`src/awdf_pkg.sv`:
```
// Constants and helpers shared by the write data channel buffer.
// Notes on behaviour
// Each accepted slave-side beat has its ID, data, strobes, last flag and user field packed into one stored word.
// The master-side ID, data, strobes, last flag and user field are unpacked from the stored word without change.
// The data width is a build-time choice of 8, 16, 32, 64, 128, 256 or 512 bits, the same on both ports.
// There is one strobe bit per data byte, and strobe bit n covers data bits 8n to 8n+7.
// A strobe bit of one marks its byte lane valid and zero marks it not valid, and the block passes them on unchanged.
// The upstream master raises last only on the final beat of a burst, and the block repeats it on that same beat.
// The upstream master gives every data beat the ID of its matching write address transaction.
// The upstream master holds slave-side valid high while it offers a beat and low otherwise.
// The block drives slave-side ready high when it can take a beat and low when it cannot.
// The downstream slave drives master-side ready high when it can take a beat and low otherwise.
// A beat moves only on an edge where valid and ready are both high, ready is low when full, and valid is low when empty.
// Once master-side valid is high, valid and every beat field stay stable until the beat is accepted.
package awdf_pkg;

  localparam int unsigned WDATA_W    = 32;
  localparam int unsigned WID_W      = 4;
  localparam int unsigned WUSER_W    = 1;
  localparam int unsigned LANE_W     = 8;
  localparam int unsigned FIFO_DEPTH = 4;
  localparam int unsigned PTR_W      = 2;
  localparam int unsigned CNT_W      = 3;
  localparam logic [CNT_W-1:0] CNT_RESET = 3'h0;
  localparam logic [PTR_W-1:0] PTR_RESET = 2'h0;
  localparam logic VALID_RESET = 1'b0;
  localparam logic LAST_RESET  = 1'b0;
  localparam logic ROOM_RESET  = 1'b1;
  localparam logic EMPTY_RESET = 1'b1;

  typedef enum logic [1:0]
  {
    OUT_IDLE = 2'h1,
    OUT_HOLD = 2'h2
  } awdf_out_state_t;

  function automatic bit width_is_legal(input int unsigned w);
    begin
      width_is_legal = (w == 8) || (w == 16) || (w == 32) || (w == 64) ||
                       (w == 128) || (w == 256) || (w == 512);
    end
  endfunction

endpackage

```
`src/awdf_stream_if.sv`:
```
// Valid and ready stream of packed beat words between the buffer's own modules.
`timescale 1ns/1ps
interface awdf_stream_if #(parameter int unsigned WORD_W = 8);
  logic              valid;
  logic              ready;
  logic [WORD_W-1:0] word;

  modport src
  (
    output valid,
    output word,
    input  ready
  );

  modport dst
  (
    input  valid,
    input  word,
    output ready
  );
endinterface

```
`src/awdf_fifo.sv`:
```
// Four word flip-flop FIFO with valid and ready on both sides.
`timescale 1ns/1ps
module awdf_fifo
  import awdf_pkg::*;
#(
  parameter int unsigned WIDTH = 8,
  parameter int unsigned DEPTH = awdf_pkg::FIFO_DEPTH
)
(
  input  wire logic    clock_in,
  input  wire logic    resetn_in,
  awdf_stream_if.dst   push,
  awdf_stream_if.src   pop
);

  logic [WIDTH-1:0]       store [DEPTH];
  logic [PTR_W-1:0]       wr_ptr;
  logic [PTR_W-1:0]       rd_ptr;
  logic [CNT_W-1:0]       count;
  logic [CNT_W-1:0]       next_count;
  logic                   room;
  logic                   empty;
  logic                   do_write;
  logic                   do_read;

  assign push.ready = room;                 // see R9
  assign pop.valid  = ~empty;
  assign pop.word   = store[rd_ptr];
  assign do_write   = push.valid & room;
  assign do_read    = pop.ready & ~empty;

  always_comb
  begin
    next_count = count;
    if (do_write && !do_read)
    begin
      next_count = count + 3'h1;
    end
    else if (do_read && !do_write)
    begin
      next_count = count - 3'h1;
    end
  end

  always_ff @(posedge clock_in)
  begin
    if (do_write)
    begin
      store[wr_ptr] <= push.word;
    end
  end

  always_ff @(posedge clock_in or negedge resetn_in)
  begin
    if (!resetn_in)
    begin
      wr_ptr <= PTR_RESET;
      rd_ptr <= PTR_RESET;
    end
    else
    begin
      if (do_write)
      begin
        wr_ptr <= wr_ptr + 2'h1;
      end
      if (do_read)
      begin
        rd_ptr <= rd_ptr + 2'h1;
      end
    end
  end

  always_ff @(posedge clock_in or negedge resetn_in)
  begin
    if (!resetn_in)
    begin
      count <= CNT_RESET;
      room  <= ROOM_RESET;
      empty <= EMPTY_RESET;
    end
    else
    begin
      count <= next_count;
      room  <= (next_count != CNT_W'(DEPTH));
      empty <= (next_count == CNT_RESET);
    end
  end

endmodule

```
`src/awdf_top.sv`:
```
// Write data channel buffer: slave-side port, four word FIFO, registered master-side port.
`timescale 1ns/1ps
module awdf_top
  import awdf_pkg::*;
#(
  parameter int unsigned DATA_W = awdf_pkg::WDATA_W,
  parameter int unsigned ID_W   = awdf_pkg::WID_W,
  parameter int unsigned USER_W = awdf_pkg::WUSER_W
)
(
  input  wire logic                        clock_in,
  input  wire logic                        resetn_in,
  input  wire logic [ID_W-1:0]             s_axi_wid_in,
  input  wire logic [DATA_W-1:0]           s_axi_wdata_in,
  input  wire logic [DATA_W/LANE_W-1:0]    s_axi_wstrb_in,
  input  wire logic                        s_axi_wlast_in,
  input  wire logic [USER_W-1:0]           s_axi_wuser_in,
  input  wire logic                        s_axi_wvalid_in,
  output logic                             s_axi_wready_out,
  output logic [ID_W-1:0]                  m_axi_wid_out,
  output logic [DATA_W-1:0]                m_axi_wdata_out,
  output logic [DATA_W/LANE_W-1:0]         m_axi_wstrb_out,
  output logic                             m_axi_wlast_out,
  output logic [USER_W-1:0]                m_axi_wuser_out,
  output logic                             m_axi_wvalid_out,
  input  wire logic                        m_axi_wready_in
);

  localparam int unsigned STRB_W = DATA_W / LANE_W;
  localparam int unsigned WORD_W = ID_W + DATA_W + STRB_W + 1 + USER_W;

  // Bit positions of the fields inside a stored word, user field lowest.
  localparam int unsigned USER_LSB = 0;
  localparam int unsigned LAST_POS = USER_LSB + USER_W;
  localparam int unsigned STRB_LSB = LAST_POS + 1;
  localparam int unsigned DATA_LSB = STRB_LSB + STRB_W;
  localparam int unsigned ID_LSB   = DATA_LSB + DATA_W;

  // Stops the build when the data width is not one of the legal ones.
  if (!width_is_legal(DATA_W))
  begin : g_bad_width
    $error("Write data width must be 8, 16, 32, 64, 128, 256 or 512 bits.");
  end

  awdf_stream_if #(.WORD_W(WORD_W)) in_ch ();
  awdf_stream_if #(.WORD_W(WORD_W)) out_ch ();

  awdf_out_state_t        out_state;
  awdf_out_state_t        next_out_state;
  logic [DATA_W-1:0]      lane_data;
  logic [STRB_W-1:0]      lane_strb;
  logic                   stage_free;
  logic                   load;
  logic [ID_W-1:0]        head_id;
  logic [DATA_W-1:0]      head_data;
  logic [STRB_W-1:0]      head_strb;
  logic                   head_last;
  logic [USER_W-1:0]      head_user;

  // Strobe bit n stays beside data bits 8n to 8n+7 through the whole path.
  genvar lane;
  generate
    for (lane = 0; lane < STRB_W; lane++)
    begin : g_lane
      assign lane_data[lane*LANE_W +: LANE_W] = s_axi_wdata_in[lane*LANE_W +: LANE_W];
      assign lane_strb[lane] = s_axi_wstrb_in[lane];   // see R4
    end
  endgenerate

  // Packs the beat fields into one stored word.
  assign in_ch.word  = {s_axi_wid_in, lane_data, lane_strb,
                        s_axi_wlast_in, s_axi_wuser_in};   // see R1
  assign in_ch.valid = s_axi_wvalid_in;
  assign s_axi_wready_out = in_ch.ready;                   // see R9

  // Four word buffer between the slave-side port and the output stage.
  awdf_fifo #(.WIDTH(WORD_W), .DEPTH(FIFO_DEPTH)) u_fifo
  (
    .clock_in  (clock_in),
    .resetn_in (resetn_in),
    .push      (in_ch),
    .pop       (out_ch)
  );

  // The output stage takes a new word only when it is empty or its word is being accepted.
  assign stage_free   = ~m_axi_wvalid_out | m_axi_wready_in;   // see R10
  assign load         = out_ch.valid & stage_free;
  assign out_ch.ready = stage_free;

  // The output stage holds a word while one is waiting and goes idle once drained.
  always_comb
  begin
    next_out_state = out_state;
    case (out_state)
      OUT_IDLE:
      begin
        if (out_ch.valid)
        begin
          next_out_state = OUT_HOLD;
        end
      end
      OUT_HOLD:
      begin
        if (m_axi_wready_in && !out_ch.valid)
        begin
          next_out_state = OUT_IDLE;
        end
      end
      default:
      begin
        next_out_state = OUT_IDLE;
      end
    endcase
  end

  // Output stage state.
  always_ff @(posedge clock_in or negedge resetn_in)
  begin
    if (!resetn_in)
    begin
      out_state <= OUT_IDLE;
    end
    else
    begin
      out_state <= next_out_state;
    end
  end

  // Master-side valid is high for as long as a word is held.
  always_ff @(posedge clock_in or negedge resetn_in)
  begin
    if (!resetn_in)
    begin
      m_axi_wvalid_out <= VALID_RESET;
    end
    else
    begin
      m_axi_wvalid_out <= (next_out_state == OUT_HOLD);   // see R11
    end
  end

  // Splits the word at the head of the FIFO into its fields.
  assign head_id   = out_ch.word[ID_LSB +: ID_W];       // see R2
  assign head_last = out_ch.word[LAST_POS];
  assign head_user = out_ch.word[USER_LSB +: USER_W];

  // Each strobe bit leaves beside the byte that it governs.
  genvar out_lane;
  generate
    for (out_lane = 0; out_lane < STRB_W; out_lane++)
    begin : g_head_lane
      assign head_data[out_lane*LANE_W +: LANE_W] =
        out_ch.word[DATA_LSB + out_lane*LANE_W +: LANE_W];   // see R2
      assign head_strb[out_lane] = out_ch.word[STRB_LSB + out_lane];   // see R4
    end
  endgenerate

  // Master-side ID, loaded with each new word and held until it is accepted.
  always_ff @(posedge clock_in or negedge resetn_in)
  begin
    if (!resetn_in)
    begin
      m_axi_wid_out <= '0;
    end
    else if (load)
    begin
      m_axi_wid_out <= head_id;   // see R2
    end
  end

  // Master-side data, loaded with each new word and held until it is accepted.
  always_ff @(posedge clock_in or negedge resetn_in)
  begin
    if (!resetn_in)
    begin
      m_axi_wdata_out <= '0;
    end
    else if (load)
    begin
      m_axi_wdata_out <= head_data;   // see R2
    end
  end

  // Master-side strobes, loaded with each new word and held until it is accepted.
  always_ff @(posedge clock_in or negedge resetn_in)
  begin
    if (!resetn_in)
    begin
      m_axi_wstrb_out <= '0;
    end
    else if (load)
    begin
      m_axi_wstrb_out <= head_strb;   // see R5
    end
  end

  // Master-side last flag, loaded with each new word and held until it is accepted.
  always_ff @(posedge clock_in or negedge resetn_in)
  begin
    if (!resetn_in)
    begin
      m_axi_wlast_out <= LAST_RESET;
    end
    else if (load)
    begin
      m_axi_wlast_out <= head_last;   // see R6
    end
  end

  // Master-side user field, loaded with each new word and held until it is accepted.
  always_ff @(posedge clock_in or negedge resetn_in)
  begin
    if (!resetn_in)
    begin
      m_axi_wuser_out <= '0;
    end
    else if (load)
    begin
      m_axi_wuser_out <= head_user;   // see R2
    end
  end

endmodule

```
`config.mk`:
```
export PLATFORM = sky130hd
export DESIGN_NAME = awdf_top
export DESIGN_NICKNAME = d
export VERILOG_FILES = /design/src/awdf_pkg.sv /design/src/awdf_stream_if.sv /design/src/awdf_fifo.sv /design/src/awdf_top.sv
export SDC_FILE = /design/constraint.sdc
export NUM_CORES = 1
export LEC_CHECK = 0
export BUFFER_PORTS_ARGS = -buffer_cell sky130_fd_sc_hd__buf_4
export CAP_MARGIN = 10
export CORE_MARGIN = 2
export CORE_UTILIZATION = 63
export DETAILED_ROUTE_END_ITERATION = 10
export PLACE_DENSITY = 0.93
export SLEW_MARGIN = 0
export SYNTH_ARGS = -nofsm -noshare
export SYNTH_HDL_FRONTEND = slang
export SYNTH_HIERARCHICAL = 1
export SYNTH_SLANG_ARGS = --single-unit
```
`constraint.sdc`:
```
create_clock -name clock_in -period 3.5 [get_ports clock_in]
set_input_delay 0.35 -clock clock_in [delete_from_list [all_inputs] [get_ports clock_in]]
set_output_delay 0.35 -clock clock_in [all_outputs]
set_load 0.1 [all_outputs]
```
== Word level (Yosys, flattened, before mapping) ==
Memories as Yosys holds them, arrays and structs flattened. A register that Yosys moved wholly into a read port is not among the register bits.
Cells that the tools add are included.
Cells by class
  add/sub/neg operators: 4
  equality and inequality tests: 4
  mux-type cells: 7
  bitwise logic cells: 5
  reduce and logical (&&, ||, !) cells: 7
Operator list (number)
  $mux W3: 2
  $add A2 B1 Y2 const B: 2
  $eq A2 B2 Y1 const B: 2
  $mux W2: 2
  $pmux W2 S2: 1
  $add A3 B1 Y3 const B: 1
  $logic_and A1 B1 Y1: 3
  $logic_not A1 Y1: 3
  $logic_not A3 Y1: 1
  $ne A3 B3 Y1 const B: 1
  $sub A3 B1 Y3 const B: 1
  $and A1 B1 Y1: 2
  $eq A2 B1 Y1 const B: 1
  $mux W1: 2
  $not A1 Y1: 2
  $or A1 B1 Y1: 1
Word-level totals
  bits in registers: 12
  word-level logic and storage cells: 35
  input port bits: 46
  RAM bits: 168
  memories: 1
  output and inout bits: 44
Memories
  u_fifo.store: words 4, bits a word 42, rd ports 1, clocked after memory_dff 1, wr ports 1, RTL line awdf_fifo.sv:16  | logic [WIDTH-1:0] store [DEPTH];

== Depth between registers and ports, before layout ==
  depth after elaboration: 7
  gate-level depth with buffers: 6

== By module ==
The synthesis kept the hierarchy.
Modules (own cells, without submodules)
  awdf_fifo: sequential area each 5272.6 µm², cells each 267, times used 1, area each 6660.1 µm²
  awdf_top: sequential area each 1127.3 µm², cells each 107, times used 1, area each 1913.1 µm²

== Worst setup path after synthesis ==
No wires, ideal clock.
  path type: register to register
  start: register u_fifo.room, in the netlist u_fifo/push.ready
  end: memory u_fifo/store[0][0] (netlist name), enable pin
  arrival time: 2073 ps
  cell stages (with the launch flop): 2
  setup slack: 1023 ps
  setup time: 404 ps
  period minus slack after synthesis: 2477 ps
  cell sequence: dfstp_2 -> and3_1
On the way
  word-level cells in the longest chain between the ends: 3
RTL lines
  from (decl): RTL line awdf_fifo.sv:21  | logic room;
  from (signal assigned): RTL line awdf_fifo.sv:84  | room <= (next_count != CNT_W'(DEPTH));
  $and A1 B1 Y1: RTL line awdf_fifo.sv:29  | assign do_write = push.valid & room;
  $mux W1: RTL line awdf_fifo.sv:47  | if (do_write)
  $mux W1 (not written as such): RTL line awdf_fifo.sv:49  | store[wr_ptr] <= push.word;
  to (decl): RTL line awdf_fifo.sv:16
No other way between the ends.

== Final worst setup path ==
  start: register u_fifo.wr_ptr[0]
  end: memory u_fifo/store[2][39] (netlist name), enable pin
RTL lines
  from (decl): RTL line awdf_fifo.sv:17  | logic [PTR_W-1:0] wr_ptr;
  from (signal assigned): RTL line awdf_fifo.sv:64  | wr_ptr <= wr_ptr + 2'h1;
No word-level cell before the write port.

==> run_results.csv <==
group,metric,value,unit
synthesis,synth-edff-count,168,
sta,skew,0.00956,ns
detailed_routing,drc_errors,0,
worst_setup_path,worst_path_dominant_cell_family,"simple AND/OR/NAND/NOR gates",
final_layout,final_common_cell,"edfxtp_1",
die,fp.dieH,121,um
final_layout,drive_above_1_share,44.8,%
sta,maxSlewViolCount,0,
outcome,status,"completed",
worst_setup_path,startpoint_type,"flip-flop",
worst_hold_path,hold_class,"input port to flip-flop",
sta,max_freq,0.484,GHz
final_layout,final_cell_mix,"edfxtp_1 (168), buf_4 (89), dfrtp_1 (49), mux4_2 (42), mux2_4 (40)",
synthesis,synthArstFlopShare,24.3,%
worst_setup_path,critPathRequiredTime,3.59,ns
worst_setup_path,critPathMaxStageDelay,1.00,ns
synthesis,synth_top_cell_by_area,"edfxtp_1",
sta,period_share,59.0,%
clock_network,cts_tree,"built",
worst_hold_path,hold_end,"u_fifo/store[3][35]$_DFFE_PP_",
worst_setup_path,worst-setup-path-type,"flip-flop to flip-flop",
detailed_routing,vias,3838,
flow_run,cap_violations,0,
synthesis,postSynthAreaPerCell,22.9,um^2
die,die_w,121,um
clock_network,root_buffer,"clkbuf_16",
sta,rsz0062_at_grt,"false",
die,start_util,64.7,%
global_route,grt_use_total,21.2,%
place,io_buffers,89,
synthesis,syn-num-nets,428,
worst_setup_path,crit_slowest_cell,"and3_2",
worst_setup_path,path_cells,"inv_1 > ha_1 > and3_2",
synthesis,yosysUniqueCellTypes,36,
die,pin_count,90,
global_route,grt_start_max_net_pins,55,
synthesis,synth-main-ff-cell,"edfxtp_1",
worst_setup_path,worstPathArrival,2.16,ns
place,place_inst,624,
synthesis,synthCells,374,
clock_network,cts_buffers,21,
detailed_routing,wirelength,14700,um
die,core_area,13200,um^2
clock_network,cts_sinks,222,
final_layout,nNetsFinal,526,
clock_network,cts_htree_levels,1,
worst_setup_path,rr_startpoint,"u_fifo/wr_ptr[0]$_DFFE_PN0P_",
synthesis,ys_seq_area_share,74.6,%
sta,worst-slew-pin-transition,1.20,ns
die,rows,42,
synthesis,synth.area.top_cells,"edfxtp_1 (59%), dfrtp_1 (15%), mux4_2 (11%)",
worst_setup_path,worstRegToRegCells,3,
detailed_routing,vias_per_cell,5.79,
global_route,grt_pass1_vias,4181,
clock_network,hold_buffers,1,
detailed_routing,wl_per_cell,22.1,um
detailed_routing,drt_pre_antenna_iters,4,
clock_network,cts_buffer_depth,3,
place,routabilityCongestion,0.741,
worst_setup_path,path_buf_inv,1,
global_route,grt_pass1_wl,23100,um
final_layout,area_growth,16.8,%
worst_setup_path,worstPathMaxFanout,42,
clock_network,clkTransAtPathRegs,0.07,ns
global_route,gr-total-overflow,0,
synthesis,yosysWarnings,6,
sta,setup_tns,0,ns
worst_setup_path,reg2reg_slack,1.43,ns
place,dpl.hpwl,8000,um
detailed_routing,drtAntennaViolNets,0,
die,fp.dieArea,14600,um^2
detailed_routing,drtIter0Drc,257,
worst_hold_path,hold_depth,1,
worst_setup_path,rr_endpoint,"u_fifo/store[2][39]$_DFFE_PP_",
sta,finalSetupViolations,0,
synthesis,netlist_area,8570,um^2
clock_network,clkLatencyLatePin,0.49,ns
worst_setup_path,end_kind,"flip-flop",
clock_network,cts_resized,0,
final_layout,fillers,738,
sta,max_slew_margin,19.7,%
global_route,antenna_found_initial,0,
synthesis,synth_seq_cells,222,
sta,min_period,2.07,ns
final_layout,antennaDiodeCount,0,
sta,finalHoldViolCount,0,
clock_network,post_cts_buffers,0,
synthesis,synth_top_area_share,58.8,%
final_layout,layout.cells.non_filler,663,
worst_hold_path,holdCritStartpoint,"s_axi_wdata_in[29]",
## state kept, by name (all words and copies together), names as in the netlist
name / cells
u_fifo/store: 168
m_axi_wdata_out: 32
m_axi_wid_out: 4
m_axi_wstrb_out: 4
u_fifo/count: 3
out_state: 2
u_fifo/rd_ptr: 2
u_fifo/wr_ptr: 2
m_axi_wlast_out: 1
m_axi_wuser_out: 1
m_axi_wvalid_out: 1
u_fifo/empty: 1
u_fifo/push.ready: 1
## layer usage
metal  wire length, um  vias to the layer above  GRT usage [%]
met5                 0                        -              0
met4               320                        0           6.10
met3               641                       22           3.30
met2              7860                      113           37.4
met1              5840                     2019           27.8
li1                  -                     1684              -
## worst register-to-register path, stage by stage, from the launching register on
cell     delay, ns
dfrtp_1       0.43
inv_1         0.11
ha_1          0.14
and3_2        1.00
## stage by stage
| step | hold slack (ns) | utilization (%) | setup WS (ns) | cell area [um^2] |
|---|---|---|---|---|
| after detailed placement | 0.477 | 70.2 | 1.40 | 9300 |
| after CTS | 0.0436 | 75.6 | 1.40 | 10000 |
| final | 0.0624 | 75.6 | 1.43 | 10000 |
| after floorplan | 0.0544 | - | 1.02 | 8570 |
| after global placement | 0.474 | 70.2 | 1.43 | 9300 |
| after global routing | 0.0416 | 75.6 | 1.31 | 10000 |
## synthesized netlist by cell type, types with 2 or more instances
cell type and instances:
edfxtp_1 168, dfrtp_1 51, mux4_2 42, mux2_4 40, ha_1 8, inv_1 8
buf_6 6, buf_2 5, xnor2_1 5, and3_1 4, buf_12 4, a21oi_1 3
dfstp_2 3, nand2b_1 3, mux2_2 2, nand3_1 2
## how the worst max path moves through the flow
stage                                           end  depth (start not counted)                    startpoint
global placement       m_axi_wid_out[1]$_DFFE_PN0P_                          2  u_fifo/rd_ptr[0]$_DFFE_PN0P_
floorplan              u_fifo/store[0][0]$_DFFE_PP_                          1   u_fifo/push.ready$_DFF_PN1_
detailed placement     m_axi_wid_out[1]$_DFFE_PN0P_                          2  u_fifo/rd_ptr[0]$_DFFE_PN0P_
finish                u_fifo/store[2][39]$_DFFE_PP_                          3  u_fifo/wr_ptr[0]$_DFFE_PN0P_
global route        m_axi_wdata_out[14]$_DFFE_PN0P_                          2  u_fifo/rd_ptr[0]$_DFFE_PN0P_
CTS                   u_fifo/store[1][41]$_DFFE_PP_                          3  u_fifo/wr_ptr[1]$_DFFE_PN0P_
## kinds of logic after synthesis
kind of cell | Yosys count | synth area share [%]
flip-flops | 222 | 74.6
XOR/XNOR | 7 | 0.803
AND/OR/NAND/NOR | 19 | 1.56
adder cells (fa/ha/maj) | 8 | 1.17
multiplexers | 87 | 18.8
AO/OA/AOI/OAI | 8 | 0.642
buffers and inverters | 23 | 2.36
## final cells by class
class                   count  area [um^2]  share of cell area (%)
flip-flops and latches    222         6400                    64.0
multi-input cells         129         1980                    19.7
repair buffers             90          678                    6.77
clock buffers              28          572                    5.71
well taps                 176          220                    2.20
clock inverters            10          129                    1.29
inverters                   8         30.0                   0.300
Power is left out: the tool's default activity adds up to more than one toggle a clock period on the data nets, which glitch-free logic cannot reach.
